**src/asc_pkg.sv**
```systemverilog
// constants, field layouts and lookups for the setup configuration bank
// assumes a single 10 MHz clock and a same-clock register master
// Summary of operation
// - eight 16-bit setup registers, 0x19 to 0x20
// - channel selects which setup it applies
// - bits 15:13 set source one magnitude
// - bits 12:10 set source zero magnitude
// - bits 9:8 select burnout current
// - bit 7 enables positive reference buffer
// - bit 6 enables negative reference buffer
// - bits 5:4 select reference source
// - bits 3:1 set gain two to code
// - bit 0 bypasses amplifier, gain one
// - channel bits 3:0 route source zero
// - source one route decodes as input number
// - channel bits 7:4 hold source one route
`default_nettype none
package asc_pkg;

	localparam int ASC_NUM_SETUPS = 8;
	localparam int ASC_NUM_CHANS = 16;
	localparam int ASC_NUM_INPUTS = 16;

	localparam logic [7:0] ASC_SETUP_BASE = 8'h19;
	localparam logic [7:0] ASC_SETUP_LAST = 8'h20;
	localparam logic [7:0] ASC_CHAN_BASE = 8'h30;
	localparam logic [7:0] ASC_CHAN_LAST = 8'h3F;

	localparam logic [15:0] ASC_SETUP_RST = 16'h0000;
	localparam logic [15:0] ASC_CHAN_RST = 16'h0000;
	// channel bits that hold state; the rest read as zero
	localparam logic [15:0] ASC_CHAN_MASK = 16'h07FF;
	localparam logic [15:0] ASC_RD_IDLE = 16'h0000;

	localparam logic [2:0] ASC_MAG_OFF = 3'h0;
	localparam logic [7:0] ASC_GAIN_UNITY = 8'h01;

	typedef enum logic [1:0] {
		ASC_REF_EXT1 = 2'h0,
		ASC_REF_EXT2 = 2'h1,
		ASC_REF_INTERNAL = 2'h2,
		ASC_REF_SUPPLY = 2'h3
	} asc_ref_t;

	typedef struct packed {
		logic [2:0] excite_src1_magnitude;
		logic [2:0] excite_src0_magnitude;
		logic [1:0] burnout_code;
		logic ref_pos_buffer_en;
		logic ref_neg_buffer_en;
		asc_ref_t ref_source;
		logic [2:0] amp_gain_code;
		logic amp_bypass;
	} asc_setup_t;

	typedef struct packed {
		logic [4:0] rsvd;
		logic [2:0] setup_sel;
		logic [3:0] excite_src1_route;
		logic [3:0] excite_src0_route;
	} asc_chan_t;

	typedef struct packed {
		logic [7:0] addr;
		logic [15:0] wdata;
		logic wr;
		logic rd;
	} asc_bus_req_t;

	// currents in units of 100 nA
	typedef struct packed {
		logic [2:0] setup_sel;
		logic [10:0] src0_current;
		logic [10:0] src1_current;
		logic [15:0] src0_pin_en;
		logic [15:0] src1_pin_en;
		logic [10:0] burnout_current;
		logic ref_pos_buffer_en;
		logic ref_neg_buffer_en;
		asc_ref_t ref_source;
		logic [7:0] amp_gain;
		logic amp_bypass;
	} asc_drive_t;

	function automatic logic [10:0] asc_mag_current(input logic [2:0] c);
		unique case (c)
			3'h0: asc_mag_current = 11'h000;
			3'h1: asc_mag_current = 11'h064;
			3'h2: asc_mag_current = 11'h0C8;
			3'h3: asc_mag_current = 11'h1F4;
			3'h4: asc_mag_current = 11'h3E8;
			3'h5: asc_mag_current = 11'h5DC;
			3'h6: asc_mag_current = 11'h7D0;
			3'h7: asc_mag_current = 11'h001;
		endcase
	endfunction : asc_mag_current

	function automatic logic [10:0] asc_burnout_current(input logic [1:0] c);
		unique case (c)
			2'h0: asc_burnout_current = 11'h000;
			2'h1: asc_burnout_current = 11'h005;
			2'h2: asc_burnout_current = 11'h014;
			2'h3: asc_burnout_current = 11'h028;
		endcase
	endfunction : asc_burnout_current

endpackage : asc_pkg
`default_nettype wire

```
**src/asc_setup_bank.sv**
```systemverilog
// setup configuration bank: eight setups, sixteen channel routing words
// assumes the register master and channel sequencer share sys_clk_in
`timescale 1ns/10ps
`default_nettype none
module asc_setup_bank import asc_pkg::*; (
	input wire logic sys_clk_in, // 10 MHz clock
	input wire logic rst_in, // async reset, active high
	input wire asc_bus_req_t bus_req_in, // register request
	input wire logic [3:0] active_chan_in, // channel being converted
	output logic [15:0] rd_data_out, // read data, cycle after read
	output asc_drive_t drive_out // decoded front-end controls
);

////////////////////////////////////////////////////////////////////////

	asc_setup_t setup_reg [ASC_NUM_SETUPS];
	asc_setup_t setup_next [ASC_NUM_SETUPS];
	asc_chan_t chan_reg [ASC_NUM_CHANS];
	asc_chan_t chan_next [ASC_NUM_CHANS];
	logic [15:0] rd_data_reg;
	logic [15:0] rd_data_next;
	asc_drive_t drive_reg;
	asc_drive_t drive_next;

	logic setup_hit;
	logic chan_hit;
	logic [2:0] setup_idx;
	logic [3:0] chan_idx;
	logic [7:0] setup_off;
	logic [7:0] chan_off;

	assign setup_off = bus_req_in.addr - ASC_SETUP_BASE;
	assign chan_off = bus_req_in.addr - ASC_CHAN_BASE;
	assign setup_hit = (bus_req_in.addr >= ASC_SETUP_BASE) &&
		(bus_req_in.addr <= ASC_SETUP_LAST);
	assign chan_hit = (bus_req_in.addr >= ASC_CHAN_BASE) &&
		(bus_req_in.addr <= ASC_CHAN_LAST);
	assign setup_idx = setup_off[2:0];
	assign chan_idx = chan_off[3:0];

////////////////////////////////////////////////////////////////////////
// register file

	always_comb begin
		for (int i = 0; i < ASC_NUM_SETUPS; i++) begin
			setup_next[i] = setup_reg[i];
		end
		for (int i = 0; i < ASC_NUM_CHANS; i++) begin
			chan_next[i] = chan_reg[i];
		end
		// only the addressed word changes
		if (bus_req_in.wr && setup_hit) begin
			setup_next[setup_idx] = bus_req_in.wdata;
		end
		if (bus_req_in.wr && chan_hit) begin
			chan_next[chan_idx] = bus_req_in.wdata & ASC_CHAN_MASK;
		end
		rd_data_next = ASC_RD_IDLE;
		if (bus_req_in.rd && setup_hit) begin
			rd_data_next = setup_reg[setup_idx];
		end else if (bus_req_in.rd && chan_hit) begin
			rd_data_next = chan_reg[chan_idx];
		end
	end

	always_ff @(posedge sys_clk_in or posedge rst_in) begin
		if (rst_in) begin
			for (int i = 0; i < ASC_NUM_SETUPS; i++) begin
				setup_reg[i] <= ASC_SETUP_RST;
			end
			for (int i = 0; i < ASC_NUM_CHANS; i++) begin
				chan_reg[i] <= ASC_CHAN_RST;
			end
			rd_data_reg <= ASC_RD_IDLE;
		end else begin
			for (int i = 0; i < ASC_NUM_SETUPS; i++) begin
				setup_reg[i] <= setup_next[i];
			end
			for (int i = 0; i < ASC_NUM_CHANS; i++) begin
				chan_reg[i] <= chan_next[i];
			end
			rd_data_reg <= rd_data_next;
		end
	end

	assign rd_data_out = rd_data_reg;

////////////////////////////////////////////////////////////////////////
// front-end decode for the active channel

	asc_chan_t cur_chan;
	asc_setup_t cur_setup;

	assign cur_chan = chan_reg[active_chan_in];
	// setups are shared; the channel only names one
	assign cur_setup = setup_reg[cur_chan.setup_sel];

	always_comb begin
		drive_next = '0;
		drive_next.setup_sel = cur_chan.setup_sel;
		drive_next.src1_current =
			asc_mag_current(cur_setup.excite_src1_magnitude);
		drive_next.src0_current =
			asc_mag_current(cur_setup.excite_src0_magnitude);
		// a source that is off drives no pin at all
		if (cur_setup.excite_src0_magnitude != ASC_MAG_OFF) begin
			drive_next.src0_pin_en[cur_chan.excite_src0_route] = 1'b1;
		end
		if (cur_setup.excite_src1_magnitude != ASC_MAG_OFF) begin
			drive_next.src1_pin_en[cur_chan.excite_src1_route] = 1'b1;
		end
		drive_next.burnout_current =
			asc_burnout_current(cur_setup.burnout_code);
		drive_next.ref_pos_buffer_en = cur_setup.ref_pos_buffer_en;
		drive_next.ref_neg_buffer_en = cur_setup.ref_neg_buffer_en;
		drive_next.ref_source = cur_setup.ref_source;
		drive_next.amp_bypass = cur_setup.amp_bypass;
		if (cur_setup.amp_bypass) begin
			drive_next.amp_gain = ASC_GAIN_UNITY;
		end else begin
			drive_next.amp_gain =
				ASC_GAIN_UNITY << cur_setup.amp_gain_code;
		end
	end

	// registered so the analog controls never glitch on a mux change
	always_ff @(posedge sys_clk_in or posedge rst_in) begin
		if (rst_in) begin
			drive_reg <= '0;
		end else begin
			drive_reg <= drive_next;
		end
	end

	assign drive_out = drive_reg;

	for (genvar g = 0; g < ASC_NUM_SETUPS; g++) begin : g_iso

	end
endmodule : asc_setup_bank
`default_nettype wire

```
**config.mk**
```make
export PLATFORM = sky130hd
export DESIGN_NAME = asc_setup_bank
export DESIGN_NICKNAME = d
export VERILOG_FILES = /design/src/asc_pkg.sv /design/src/asc_setup_bank.sv
export SDC_FILE = /design/constraint.sdc
export NUM_CORES = 1
export LEC_CHECK = 0
export BUFFER_PORTS_ARGS = -buffer_cell sky130_fd_sc_hd__buf_2
export CORE_MARGIN = 2
export CORE_UTILIZATION = 34
export DETAILED_ROUTE_END_ITERATION = 7
export SYNTH_ARGS = -nofsm -noshare
export SYNTH_HDL_FRONTEND = slang
export SYNTH_SLANG_ARGS = --single-unit
```
**constraint.sdc**
```tcl
create_clock -name sys_clk_in -period 24.9 [get_ports sys_clk_in]
set_clock_uncertainty 0.05 [all_clocks]
set_input_delay 2.49 -clock sys_clk_in [delete_from_list [all_inputs] [get_ports sys_clk_in]]
set_output_delay 2.49 -clock sys_clk_in [all_outputs]
set_load 0.01 [all_outputs]
```
==> impl_metrics.env <==
export IMPL_cp_end_kind="register"
export IMPL_max_clock_freq_mhz=174
export IMPL_power_density_mw_per_mm2=68.2
export IMPL_cts_hold_buf=0
export IMPL_synth_avg_cell_area_um2=14.0
export IMPL_die_area_mm2=0.0599
export IMPL_largest_reg_flops=176
export IMPL_die_width_um=245
export IMPL_area_delta_synth_final_pct=13.2
export IMPL_power_leakage_nw=10.8
export IMPL_grt_ovfl_total=0
export IMPL_cts_resized=0
export IMPL_crit_slowest_cell="ha_1"
export IMPL_fillers=5452
export IMPL_synth_edf_count=0
export IMPL_dpl_cell_count=2189
export IMPL_rsz0062_at_grt="false"
export IMPL_peakVddDrop_v=0.0000479
export IMPL_slew_limit_headroom_pct=19.3
export IMPL_synth_seq_cells=392
export IMPL_dr_pass1_iters=5
export IMPL_synthCells=1407
export IMPL_drive_above_1_share_pct=43.4
export IMPL_ys_warn_count=0
export IMPL_crit_family="multiplexers"
export IMPL_multi_input_area_mm2=0.00924
export IMPL_core_area_mm2=0.0575
export IMPL_place_congestion=0.796
export IMPL_port_buffer_count=120
export IMPL_startpoint_type="input pin"
export IMPL_crit_path_max_fanout=45
export IMPL_grt_pass1_vias=13054
export IMPL_path_buf_inv=3
export IMPL_finalCriticalPeriod_ns=5.73
export IMPL_hold_slack_ns=0.474
export IMPL_post_drt_wl_per_cell_um=23.1
export IMPL_post_cts_setup_buffers=0
export IMPL_synth_async_reset_ratio_pct=100
export IMPL_cpMostUsedCell="mux2i_1"
export IMPL_cpPeakStageDelay_ns=0.63
export IMPL_critPathKind="input pin to register"
export IMPL_drc=0
export IMPL_place_detailed_hpwl_um=32300
export IMPL_clk_pin_slew_ns=0.06
export IMPL_clk_latency_ns=0.58
export IMPL_seq_area_frac_synth_pct=49.7
export IMPL_dieHeight_um=245
export IMPL_finalSetupViolations=0
export IMPL_status="finished clean"
export IMPL_register_area_mm2=0.00981
export IMPL_worst_slack_ns=19.17
export IMPL_worstPathCellList="buf_2 > buf_4 > mux4_2 > mux2i_1 > mux2i_4 > buf_4 > mux2i_1 > mux2i_1 > mux2i_1 > ha_1 > a21oi_1"
export IMPL_via_count=12138
export IMPL_ys_types=50
export IMPL_synth_main_ff_cell="dfrtp_1"
export IMPL_core_rowCount=88
export IMPL_final_common_cell="dfrtp_1"
export IMPL_hold_violations=0
export IMPL_vias_per_cell=5.34
export IMPL_syn_area_mm2=0.0197
export IMPL_cts_buffer_depth=3
export IMPL_timing_final_crit_share_pct=23.0
export IMPL_grt_pass1_wl_um=80600
export IMPL_wl_um=52500
export IMPL_grtUsageTotal_pct=17.8
export IMPL_maxCapViolations=0
export IMPL_drt_iter0_drc=842
export IMPL_htreeDepth=2
export IMPL_setup_tns_final_ns=0
export IMPL_grt_max_degree=148
export IMPL_cts_tree="yes"
export IMPL_antenna_found_initial=1
export IMPL_start_util_pct=34.3
export IMPL_root_buffer="clkbuf_16"
export IMPL_hold_path_class="register to register"
export IMPL_required_ns=25.26
export IMPL_fin_nets=1522
export IMPL_pin_count=129
export IMPL_critPathArrivalTime_ns=6.09
export IMPL_final_cells=2273
export IMPL_cts_sinks=392
export IMPL_postRouteAntennaNets=0
export IMPL_pre_cts_ws_ns=18.50
export IMPL_layout_common_cells="dfrtp_1, mux2_2, mux2i_1"
export IMPL_worstMarginPinSlew_ns=1.21
export IMPL_slew_viol_final=0
export IMPL_cts_made_buffers=44
==> layout make-up <==
type / instances / share of cell area, %
multi-input combinational: 873 / 41.4
clock inverter: 6 / 0.319
clock buffer: 76 / 6.38
sequential: 392 / 43.9
tap: 765 / 4.29
antenna: 2 / 0.0224
inverter: 23 / 0.420
timing repair buffer: 136 / 3.26
==> cells in the mapped netlist, types with 12 or more instances <==
library cell	instances	share of area, %
dfrtp_1	392	50
mux2_2	328	19
mux2i_1	123	6.2
mux4_2	108	12
clkbuf_1	81	1.5
nand2_1	72	1.4
o22ai_1	43	1.4
a21oi_1	32	0.81
nor2_1	31	0.59
inv_1	21	0.40
ha_1	20	1.3
nand3_1	16	0.41
buf_2	13	0.33
buf_4	13	0.49
a211oi_1	12	0.46
==> kinds of logic (layout without fill, tap and decap cells) <==
group	count (synthesis)	count (layout)	share of synthesized area [%]
AO/OA/AOI/OAI	102	102	3.12
XOR/XNOR	2	2	0.0888
adder cells (fa/ha/maj)	20	20	1.27
buffers and inverters	149	241	3.60
flip-flops	392	392	49.7
multiplexers	566	566	37.8
other	1	10	0.0190
AND/OR/NAND/NOR	175	175	4.35
==> power by group <==
group	total, mW	internal, mW	switching (mW)
clock network	0.662	0.397	0.264
registers	0.692	0.671	0.0214
logic	0.168	0.0728	0.0952
total	1.52	1.14	0.381
==> per-stage QoR <==
| step | cell area [um2] | utilization [%] | power (mW) |
|---|---|---|---|
| floorplan | 19700 | - | 0.823 |
| global placement | 20800 | 36.2 | 0.868 |
| detailed placement | 20800 | 36.2 | 0.873 |
| CTS | 22300 | 38.8 | 1.54 |
| global route | 22300 | 38.8 | 1.59 |
| finish | 22300 | 38.8 | 1.52 |
==> final timing paths <==
kind	start	endpoint	slack [ns]	cells past startpoint
setup / recovery	active_chan_in[1]	drive_out[48]	19.17	11
hold / removal	chan_reg[18]	chan_reg[18]	0.47	1
setup reg to reg	chan_reg[8]	drive_out[48]	21.40	8
hold reg to reg	chan_reg[18]	chan_reg[18]	0.47	1
max in group asynchronous	rst_in	drive_out[42]	20.89	3
min in group asynchronous	rst_in	chan_reg[86]	2.10	2
==> per-layer routing <==
metal  global-route usage [%]  share of wire, %  vias up
li1                         -                 -     5331
met1                     21.7                41     6423
met2                     31.1                51      282
met3                     3.23               4.0      102
met4                     6.99               3.5        0
met5                        0                 0        -
==> worst reg2reg max path, cell delays in order (launching register included) <==
cell and delay, ns:
dfrtp_1 0.40, mux4_2 0.47, mux2i_1 0.17, nand2_2 0.17, nand2_4 0.58, mux2i_1 0.20
mux2i_1 0.51, ha_1 0.65, a21oi_1 0.15
No activity file was read; power rests on OpenSTA's default activity.
